### src/rtl/post_div_defines.svh
// Overview of operation
// - Top nibble 1111 on a frame-capable divider gives a frame pulse, else a clock.
// - In clock mode on a frame-capable divider the whole value is the divide ratio, at most 0xefffff.
// - Frame polarity bit 18 clear gives a normal pulse, set gives it inverted.
// - A frame pulse routed to a configurable pin has its polarity reversed.
// - Type bit 19 clear centres the boundary in the pulse, set puts it on an edge.
// - Bits 15:0 count related clock periods between two frame pulses.
// - Bits 17:16 pick the related clock; the pulse is one of its periods wide.
// - Synthesizer 1 divider A divides by the unsigned value in bits 22:0.
// - Synthesizer 1 divider B divides by the unsigned value in bits 22:0.
// - Odd ratios give a high time below half; even ratios give exact halves.
// - Synthesizer 0 divider D codes 00, 01, 10 pick its A, B, C; 11 is unused.
`ifndef POST_DIV_DEFINES_SVH
`define POST_DIV_DEFINES_SVH

// Register indices; byte address is four times the index
`define PD_IDX_S0_D    8'h89
`define PD_IDX_S1_A    8'h8c
`define PD_IDX_S1_B    8'h8f
`define PD_IDX_S1_C    8'h92
`define PD_IDX_STATUS  8'h98

// Reset values
`define PD_RST_S0_D    24'h000040
`define PD_RST_S1_A    24'h000002
`define PD_RST_S1_B    24'h000002
`define PD_RST_S1_C    24'h000032

// Field positions
`define PD_MODE_HI     23
`define PD_MODE_LO     20
`define PD_TYPE_BIT    19
`define PD_POLAR_BIT   18
`define PD_SEL_HI      17
`define PD_SEL_LO      16
`define PD_PER_HI      15
`define PD_PLAIN_HI    22

// Codes and limits
`define PD_FRAME_CODE  4'hf
`define PD_MAX_RATIO   24'hefffff
`define PD_MIN_RATIO   24'h000002
`define PD_ALL_BYTES   3'h7

`endif

### src/rtl/post_div_pkg.sv
`default_nettype none
package post_div_pkg;

  // Bus slave answer state
  typedef enum logic [0:0] {
    BUS_IDLE = 1'b0,
    BUS_ACK  = 1'b1
  } bus_state_t;

  typedef logic [23:0] ratio_t;

endpackage
`default_nettype wire

### src/rtl/synth_post_divider_frame_pulse.sv
`include "post_div_defines.svh"
`default_nettype none
module synth_post_divider_frame_pulse
  import post_div_pkg::*;
#(
  parameter int unsigned NUM_CH = 4
) (
  // Clock and reset
  input  wire logic        clk_sys,
  input  wire logic        rst_b,
  // Avalon-MM slave
  input  wire logic [9:0]  avs_address,
  input  wire logic        avs_read,
  input  wire logic        avs_write,
  input  wire logic [3:0]  avs_byteenable,
  input  wire logic [31:0] avs_writedata,
  output logic      [31:0] avs_readdata,
  output logic             avs_waitrequest,
  // Sibling divider clocks, same clock domain
  input  wire logic [2:0]  s0_div_clk,
  input  wire logic        s1_div_d_clk,
  // Frame pulse routed to a configurable pin
  input  wire logic [1:0]  frm_on_cfg_pin,
  // Divider outputs: s0 D, s1 A, s1 B, s1 C
  output logic [NUM_CH-1:0] div_clk_out
);

  ////////////////////////////////////////////////////////////////////////////
  // Bus slave

  bus_state_t bus_q;
  bus_state_t bus_d;
  logic [31:0] rdata_q;
  logic [31:0] rdata_d;
  wire req = avs_read | avs_write;
  wire [7:0] idx = avs_address[9:2];
  wire wr_go = avs_write & (bus_q == BUS_ACK);
  wire rd_take = avs_read & (bus_q == BUS_IDLE);
  wire [NUM_CH-1:0] hit;
  wire hit_st = idx == `PD_IDX_STATUS;

  // One wait cycle, so read data can come from a flop
  assign bus_d = (req && bus_q == BUS_IDLE) ? BUS_ACK : BUS_IDLE;
  assign avs_waitrequest = req & (bus_q == BUS_IDLE);
  assign avs_readdata = rdata_q;

  // Address decode
  assign hit[0] = idx == `PD_IDX_S0_D;
  assign hit[1] = idx == `PD_IDX_S1_A;
  assign hit[2] = idx == `PD_IDX_S1_B;
  assign hit[3] = idx == `PD_IDX_S1_C;

  always_ff @(posedge clk_sys) begin
    if (!rst_b) begin
      bus_q   <= BUS_IDLE;
      rdata_q <= 32'h0;
    end else begin
      bus_q <= bus_d;
      if (rd_take) begin
        rdata_q <= rdata_d;
      end
    end
  end

  ////////////////////////////////////////////////////////////////////////////
  // Registers with byte staging

  localparam ratio_t RST_VAL [NUM_CH] = '{`PD_RST_S0_D, `PD_RST_S1_A,
                                         `PD_RST_S1_B, `PD_RST_S1_C};

  ratio_t     sh_q   [NUM_CH];
  ratio_t     act_q  [NUM_CH];
  logic [2:0] mask_q [NUM_CH];
  logic [23:0] cnt_q [NUM_CH];
  ratio_t     eff    [NUM_CH];
  logic [NUM_CH-1:0] dclk_q;
  logic [NUM_CH-1:0] pend;
  logic [NUM_CH-1:0] fm4;
  logic [NUM_CH-1:0] frm_lvl4;
  logic [NUM_CH-1:0] out_q;
  wire [2:0] be = avs_byteenable[2:0];

  for (genvar i = 0; i < NUM_CH; i++) begin : g_ch
    wire wr_i = wr_go & hit[i];
    wire [2:0] mask_n = mask_q[i] | be;
    wire commit = wr_i & (mask_n == `PD_ALL_BYTES);
    wire [23:0] merged = {
      be[2] ? avs_writedata[23:16] : sh_q[i][23:16],
      be[1] ? avs_writedata[15:8]  : sh_q[i][15:8],
      be[0] ? avs_writedata[7:0]   : sh_q[i][7:0]};
    // Plain dividers ignore the reserved top bit
    wire plain = (i == 1) || (i == 2);
    wire [23:0] ratio = plain ?
      {1'b0, act_q[i][`PD_PLAIN_HI:0]} : act_q[i];
    wire [23:0] cnt_n;
    // Ratios below two cannot be made from a counter; clamp them
    assign eff[i] = (ratio < `PD_MIN_RATIO) ? `PD_MIN_RATIO : ratio;
    assign cnt_n = (cnt_q[i] >= eff[i] - 24'd1) ? 24'd0 :
                   cnt_q[i] + 24'd1;
    assign pend[i] = |mask_q[i];
    assign fm4[i] = ((i == 0) || (i == 3)) &&
      (act_q[i][`PD_MODE_HI:`PD_MODE_LO] == `PD_FRAME_CODE);

    // Partial writes wait in the shadow until the last byte lands
    always_ff @(posedge clk_sys) begin
      if (!rst_b) begin
        sh_q[i]   <= RST_VAL[i];
        act_q[i]  <= RST_VAL[i];
        mask_q[i] <= 3'h0;
      end else if (wr_i) begin
        sh_q[i]   <= merged;
        mask_q[i] <= commit ? 3'h0 : mask_n;
        if (commit) begin
          act_q[i] <= merged;
        end
      end
    end

    // High for the floor of half the ratio: odd ratios run short
    always_ff @(posedge clk_sys) begin
      if (!rst_b) begin
        cnt_q[i]  <= 24'd0;
        dclk_q[i] <= 1'b0;
      end else begin
        cnt_q[i]  <= cnt_n;
        dclk_q[i] <= cnt_n < (eff[i] >> 1);
      end
    end
  end

  // Read mux
  always_comb begin
    rdata_d = 32'h0;
    for (int k = 0; k < NUM_CH; k++) begin
      if (hit[k]) begin
        rdata_d = {8'h00, act_q[k]};
      end
    end
    if (hit_st) begin
      rdata_d = {20'h0, out_q, fm4, pend};
    end
  end

  ////////////////////////////////////////////////////////////////////////////
  // Frame pulse generators: slot 0 is s0 D, slot 1 is s1 C

  wire [1:0] sel0 = act_q[0][`PD_SEL_HI:`PD_SEL_LO];
  wire [1:0] sel1 = act_q[3][`PD_SEL_HI:`PD_SEL_LO];
  wire [3:0] rel_src0 = {1'b0, s0_div_clk};
  wire [3:0] rel_src1 = {s1_div_d_clk, 1'b0, dclk_q[2], dclk_q[1]};
  // Reserved codes would point back at the divider itself
  wire [1:0] rel_ok = {sel1 != 2'b10, sel0 != 2'b11};
  wire [1:0] rel_lvl = {rel_src1[sel1], rel_src0[sel0]};
  wire [1:0] fm2 = {fm4[3], fm4[0]};
  ratio_t fcfg [2];
  logic [1:0]  prev_q;
  logic [1:0]  pulse_q;
  logic [15:0] fcnt_q [2];
  logic [1:0]  rise;
  logic [1:0]  at_last;
  logic [1:0]  frm_lvl;

  assign fcfg[0] = act_q[0];
  assign fcfg[1] = act_q[3];

  for (genvar f = 0; f < 2; f++) begin : g_frm
    wire [15:0] per = fcfg[f][`PD_PER_HI:0];
    wire [15:0] last = (per == 16'd0) ? 16'd0 : per - 16'd1;
    wire fall = ~rel_lvl[f] & prev_q[f];
    wire run = fm2[f] & rel_ok[f];
    wire gci = fcfg[f][`PD_TYPE_BIT];
    assign rise[f] = rel_lvl[f] & ~prev_q[f];
    assign at_last[f] = fcnt_q[f] >= last;
    // Pin routing flips the sense once more
    assign frm_lvl[f] = pulse_q[f] ^ fcfg[f][`PD_POLAR_BIT]
                        ^ frm_on_cfg_pin[f];

    // Count related periods; wrap marks the frame boundary
    always_ff @(posedge clk_sys) begin
      if (!rst_b || !run) begin
        fcnt_q[f] <= 16'd0;
      end else if (rise[f]) begin
        fcnt_q[f] <= at_last[f] ? 16'd0 : fcnt_q[f] + 16'd1;
      end
    end

    // Edge style starts on the boundary; centred style starts half early
    always_ff @(posedge clk_sys) begin
      if (!rst_b || !run) begin
        pulse_q[f] <= 1'b0;
        prev_q[f]  <= 1'b0;
      end else begin
        prev_q[f] <= rel_lvl[f];
        if (gci && rise[f]) begin
          pulse_q[f] <= at_last[f];
        end else if (!gci && fall) begin
          pulse_q[f] <= at_last[f];
        end
      end
    end
  end

  assign frm_lvl4 = {frm_lvl[1], 2'b00, frm_lvl[0]};

  ////////////////////////////////////////////////////////////////////////////
  // Output stage

  // Frame mode takes over the pin only on frame-capable channels
  always_ff @(posedge clk_sys) begin
    if (!rst_b) begin
      out_q <= '0;
    end else begin
      out_q <= (fm4 & frm_lvl4) | (~fm4 & dclk_q);
    end
  end

  assign div_clk_out = out_q;
endmodule
`default_nettype wire

### config.mk
export PLATFORM = sky130hd
export DESIGN_NAME = synth_post_divider_frame_pulse
export DESIGN_NICKNAME = d
export VERILOG_FILES = /design/src/rtl/post_div_pkg.sv /design/src/rtl/synth_post_divider_frame_pulse.sv
export VERILOG_INCLUDE_DIRS = /design/src /design/src/rtl
export SDC_FILE = /design/constraint.sdc
export NUM_CORES = 1
export LEC_CHECK = 0
export CAP_MARGIN = 20
export CORE_MARGIN = 2
export CORE_UTILIZATION = 44
export DETAILED_ROUTE_END_ITERATION = 8
export DONT_BUFFER_PORTS = 1
export PLACE_DENSITY = 0.64
export SLEW_MARGIN = 20
export SYNTH_ARGS = -nofsm -noshare
export SYNTH_HDL_FRONTEND = slang
export SYNTH_SLANG_ARGS = --single-unit
### constraint.sdc
create_clock -name clk_sys -period 6.35 [get_ports clk_sys]
set_clock_uncertainty 0.15 [all_clocks]
set_input_delay 1.27 -clock clk_sys [delete_from_list [all_inputs] [get_ports clk_sys]]
set_output_delay 1.27 -clock clk_sys [all_outputs]
set_load 0.01 [all_outputs]
Word level (Yosys, flattened, before mapping)
Memories as Yosys holds them, arrays and structs flattened.
Cells that the tools add are included.

storage, ports and cells
  register bits after elaboration = 45
  RAM bits = 332
  input bits = 56
  word-level logic and storage cells = 230
  memories kept = 5

memories
  memory  depth  bits a word  rd ports  clocked after Yosys merged registers in  wr ports  RTL line                               source
  act_q   4      24           4         0                                        4         synth_post_divider_frame_pulse.sv:72   ratio_t act_q [NUM_CH];
  cnt_q   4      24           4         0                                        4         synth_post_divider_frame_pulse.sv:74   logic [23:0] cnt_q [NUM_CH];
  sh_q    4      24           4         0                                        4         synth_post_divider_frame_pulse.sv:71   ratio_t sh_q [NUM_CH];
  fcnt_q  2      16           2         0                                        2         synth_post_divider_frame_pulse.sv:158  logic [15:0] fcnt_q [2];
  mask_q  4      3            4         0                                        4         synth_post_divider_frame_pulse.sv:73   logic [2:0] mask_q [NUM_CH];

cells by class
  $add $sub $neg = 12
  magnitude comparators = 16
  equal/unequal tests = 13
  mux-type cells = 100
  bitwise gates (word level) = 53
  reduce and logical (&&, ||, !) cells = 20

operators with widths
  operator                 count
  $mux W24                 19
  $mux W32                 4
  $add A24 B1 Y24 const B  4
  $ge A24 B24 Y1           4
  $mux W16                 6
  $mux W8                  12
  $lt A24 B2 Y1 const B    2
  $lt A24 B22 Y1           2
  $lt A24 B23 Y1           2
  $sub A23 B1 Y24 const B  2
  $sub A24 B1 Y24 const B  2
  $mux W1                  47
  $lt A23 B2 Y1 const B    2
  $mux W23                 2
  $eq A8 B8 Y1 const B     5
  $add A16 B1 Y16 const B  2
  $ge A16 B16 Y1           2
  $logic_not A16 Y1        2
  $sub A16 B1 Y16 const B  2
  $mux W3                  8
  $or A1 B1 Y1             19
  $and A1 B1 Y1            17
  $eq A3 B3 Y1 const B     4
  $or A3 B3 Y3             4
  other kinds (14)         39

Longest topological paths before layout
An unclocked memory read counts as a cell.

  depth in word-level cells = 9
  depth in mapped cells = 30

Worst setup path after synthesis
No wires, ideal clock.

  path kind = register -> register
  start point = memory act_q[2][6] (netlist name)
  end point = register dclk_q[2]
  arrival time = 6.333 ns
  data required time = 6.141 ns
  setup slack = -0.191 ns
  cell stages (with the launch flop) = 30
  clock period less this slack = 6.541 ns
  path through = edfxtp_1 > or4_1 > or3_1 > or4_4 > nand2_1 > ha_1 > nand2b_1 > nor3_1 > nand2_1 > nor2_1 > nand3_1 > nor2_1 > xnor2_1 > ha_1 > nand4_1 > nor4_1 > nand2_1 > a211oi_1 > or2_2 > clkbuf_1 > clkbuf_1 > nor2_1 > ha_1 > a211oi_1 > o21bai_1 > a211oi_1 > o21ai_0 > or3b_2 > a21oi_1 > o221a_2

RTL lines
  item                             RTL line                               source
  from (decl)                      synth_post_divider_frame_pulse.sv:72
  to (signal, indexed assignment)  synth_post_divider_frame_pulse.sv:126  dclk_q[i] <= cnt_n < (eff[i] >> 1);
  to (decl)                        synth_post_divider_frame_pulse.sv:76   logic [NUM_CH-1:0] dclk_q;

==> impl_metrics.csv <==
group,metric,value,unit
timing,setup_violations,0,
critical_path,required,6.75,ns
floorplanning,die-area,0.0551,sq mm
detailed_routing,routed_wl,69.5,mm
critical_path,r2r_cells,27,
finish,utilization,51.3,%
yosys,netlist_top_cells_area,"edfxtp_1 (30%), ha_1 (12%), dfxtp_1 (11%)",
yosys,ys_warn_count,0,
clock_tree,cts_hold_buf,0,
floorplanning,core,0.0526,sq mm
timing,slew_violations,0,
yosys,synthMuxAreaShare,0.192,%
global_route,grt_antenna_before_repair,2,
critical_path,cp_slowest_stage_delay,0.58,ns
global_route,grt_pass1_wl,106,mm
floorplanning,die-height,235,um
timing,hold_viol_final,0,
finish,area_growth,15.1,%
timing,slew_headroom,25.6,%
detailed_routing,first_iter_violations,1628,
clock_tree,clockBufferDepth,3,
placed_design,gp_congestion,0.944,
placed_design,place_area,0.0250,sq mm
power,power_frac_seq,47.4,%
global_route,gr-total-overflow,0,
power,leakage,11.0,nW
yosys,synth_seq_area_share,41.6,%
clock_tree,cts-htree-levels,2,
detailed_routing,drcViolationCount,0,
detailed_routing,post_drt_wl_per_cell,20.7,um
yosys,synth_area,0.0234,sq mm
run,cap_violations,0,
min_path,hold-path-cell-count,2,
clock_tree,clk_pin_slew,0.06,ns
critical_path,critPathTopFamily,"simple AND/OR/NAND/NOR gates",
floorplanning,row_count,84,
yosys,ys.flop_type,"edfxtp_1",
global_route,track_usage,24.5,%
yosys,synth_top_area_share,30.3,%
yosys,synth_fa_ha_area_share,12.2,%
finish,drive_above_1_share,12.0,%
critical_path,crit_path_end_kind,"flip-flop",
critical_path,crit_type,"reg -> reg",
clock_tree,clk_latency,0.60,ns
global_route,grt_pass1_vias,18900,
power,powerDensity,208,mW/mm^2
power,max-vdd-ir-drop,0.186,mV
yosys,synth_edf_count,236,
floorplanning,ios,93,
yosys,synthTopCellsByCount,"nor2_1 (296), edfxtp_1 (236), ha_1 (228), nand2_1 (183), a21oi_1 (170)",
critical_path,start_kind,"flip-flop",
timing,tns,0,ns
timing,worstMarginPinSlew,1.12,ns
power,combPwrFrac,7.4,%
yosys,syn_avg_cell_area,9.28,sq um
timing,finalCriticalPeriod,6.32,ns
power,intPower,4.24,mW
power,p_sw_share,24.4,%
yosys,ys_async_sr_fraction,0,%
critical_path,reg2reg_from,"act_q[2][3]$_SDFFCE_PN0P_",
timing,rsz0062_at_grt,"yes",
floorplanning,fp.dieW,235,um
power,pwr-share-clk,45.2,%
critical_path,critPathSlowestCell,"or4_4",
critical_path,r2r-end,"dclk_q[2]$_SDFF_PN0_",
yosys,post_synth_and_or_nand_nor_area_fraction,23.3,%
finish,final_cell_area,0.0270,sq mm
detailed_routing,dr.pass1.iters,7,
placed_design,hpwlAfterDp,52.9,mm
timing,finalCritPeriodShare,99.5,%
floorplanning,start_util,44.6,%
yosys,synth_xor_xnor_area_share,8.12,%
timing,clock.fmax,158,MHz
yosys,synth.most_common_cell,"nor2_1",
clock_tree,numClockSinks,369,
finish,layout.nets,2912,
yosys,synth_top_family_by_area,"simple AND/OR/NAND/NOR gates",
power,switching_power,1.37,mW
detailed_routing,viasPerCell,5.76,
critical_path,cp_max_fo,5,
critical_path,r2r_setup_slack,0.03,ns
clock_tree,cts_buffers,42,
clock_tree,cts_tree,"yes",
power,power.total,5.61,mW
min_path,hp-start,"dclk_q[0]$_SDFF_PN0_",
critical_path,crit_buf_inv,0,
global_route,grt_max_degree,62,
detailed_routing,num_vias,19300,
placed_design,port_buffers,0,
yosys,synth_top_cell_by_area,"edfxtp_1",
min_path,whs_endpoint,"div_clk_out[0]$_SDFF_PN0_",
yosys,synth_cells,2522,
yosys,ys_ff_latch,369,
placed_design,post-place-ws,-0.225,ns
min_path,hold_path_class,"reg -> reg",
yosys,synth_cell_types,65,
detailed_routing,ant_nets,0,
clock_tree,cts-root-buf,"clkbuf_16",
yosys,synth-compound-area-share,10.7,%
critical_path,crit_arrival,6.72,ns
run_status,status,"finished, final reports clean",
finish,diodes,0,
timing,setup_slack,0.0300,ns
finish,fillers,4801,
[worst register-to-register path, cell delays in order (launching register included)]
cell and delay, ns:
edfxtp_1 0.39, or4_4 0.56, or3_4 0.41, or4_4 0.58
nand2_4 0.10, ha_4 0.15, nand2b_4 0.06, nor3_4 0.19
nand2_2 0.11, nor2_4 0.17, nand3_4 0.12, nor2_4 0.15
xnor2_2 0.07, ha_1 0.29, nand4_1 0.18, nor4_4 0.32
nand2_1 0.12, a211oi_2 0.26, or2_4 0.22, nor2_1 0.08
ha_1 0.33, o21ai_2 0.06, o21bai_1 0.11, a211oi_2 0.23
o21ai_2 0.12, or3b_4 0.40, a21oi_2 0.14, o221a_2 0.20
[power groups by stage]
stage	combinational (mW)	clock [mW]	sequential [mW]
floorplan	0.257	0	2.69
global placement	0.385	0	2.71
detailed placement	0.396	0	2.71
CTS	0.400	2.57	2.66
global route	0.452	2.66	2.66
finish	0.414	2.53	2.66
[repair_timing]
item,CTS,global route
pin swaps,2,36
resized for setup,12,74
buffers inserted,0,16
gates cloned,0,0
setup endpoints to repair,2,4
[sequential cells by signal, summed over array words and instances (netlist names)]
| register | cells |
|---|---|
| act_q | 96 |
| mask_q | 12 |
| div_clk_out | 4 |
| fcnt_q | 32 |
| dclk_q | 4 |
| cnt_q | 96 |
| avs_readdata | 24 |
| prev_q | 2 |
| bus_q | 1 |
| sh_q | 96 |
| pulse_q | 2 |
[per-stage QoR]
step | hold slack, ns | cells
after floorplan | 0.267 | 2530
after CTS | 0.289 | 3334
after global routing | 0.322 | 3350
after global placement | 0.282 | 3255
after detailed placement | 0.286 | 3256
final | 0.294 | 3350
[per-layer routing]
metal | up-vias | track usage (%) | routed length, um
met5 | - | 0 | 12
met1 | 9248 | 32.7 | 29500
met4 | 2 | 9.42 | 2570
li1 | 9178 | - | -
met2 | 733 | 39.1 | 31200
met3 | 145 | 5.18 | 6200
[how the worst max path moves through the flow]
stage	start	to	slack (ns)	depth (start not counted)
after global placement	act_q[2][6]$_SDFFCE_PN0P_	dclk_q[2]$_SDFF_PN0_	-0.17	27
after floorplan	act_q[0][6]$_SDFFCE_PN1P_	dclk_q[0]$_SDFF_PN0_	0.02	29
after CTS	act_q[2][6]$_SDFFCE_PN0P_	dclk_q[2]$_SDFF_PN0_	-0.03	27
final	act_q[2][3]$_SDFFCE_PN0P_	dclk_q[2]$_SDFF_PN0_	0.03	27
after detailed placement	act_q[2][6]$_SDFFCE_PN0P_	dclk_q[2]$_SDFF_PN0_	-0.23	27
after global routing	act_q[2][3]$_SDFFCE_PN0P_	dclk_q[2]$_SDFF_PN0_	-0.20	27
[cell families after synthesis]
group / Yosys count
XOR/XNOR: 217
multiplexers: 4
flip-flops: 369
buffers and inverters: 228
adder cells (fa/ha/maj): 228
other: 2
AND/OR/NAND/NOR: 1079
AO/OA/AOI/OAI: 395
[cell usage in the layout, fill, tap and decap left out, types with 13 or more instances in the layout]
master,Yosys,routed
a211oi_1,19,13
a21o_1,53,53
a21oi_1,170,167
a222oi_1,20,20
and2_1,54,54
and3_1,29,29
and4_1,14,14
buf_4,8,147
clkbuf_16,0,43
dfxtp_1,133,133
edfxtp_1,236,236
ha_1,228,224
inv_1,130,129
nand2_1,183,180
nand2b_1,120,118
nand3_1,86,84
nand4_1,59,59
nor2_1,296,289
nor2b_1,53,52
nor3_1,96,85
nor4_1,26,20
o211ai_1,14,14
o21ai_0,52,41
or3_1,21,19
xnor2_1,155,154
xor2_1,62,62
[final cells by class]
cell class / instances / area (sq um) / area share, %
repair buffers: 152 / 1190 / 4.40
clock buffers: 61 / 1200 / 4.46
clock inverters: 17 / 233 / 0.863
flip-flops and latches: 369 / 9750 / 36.2
well taps: 688 / 861 / 3.19
inverters: 130 / 488 / 1.81
multi-input cells: 1933 / 13200 / 49.1
(Power assumes the default switching activity.)
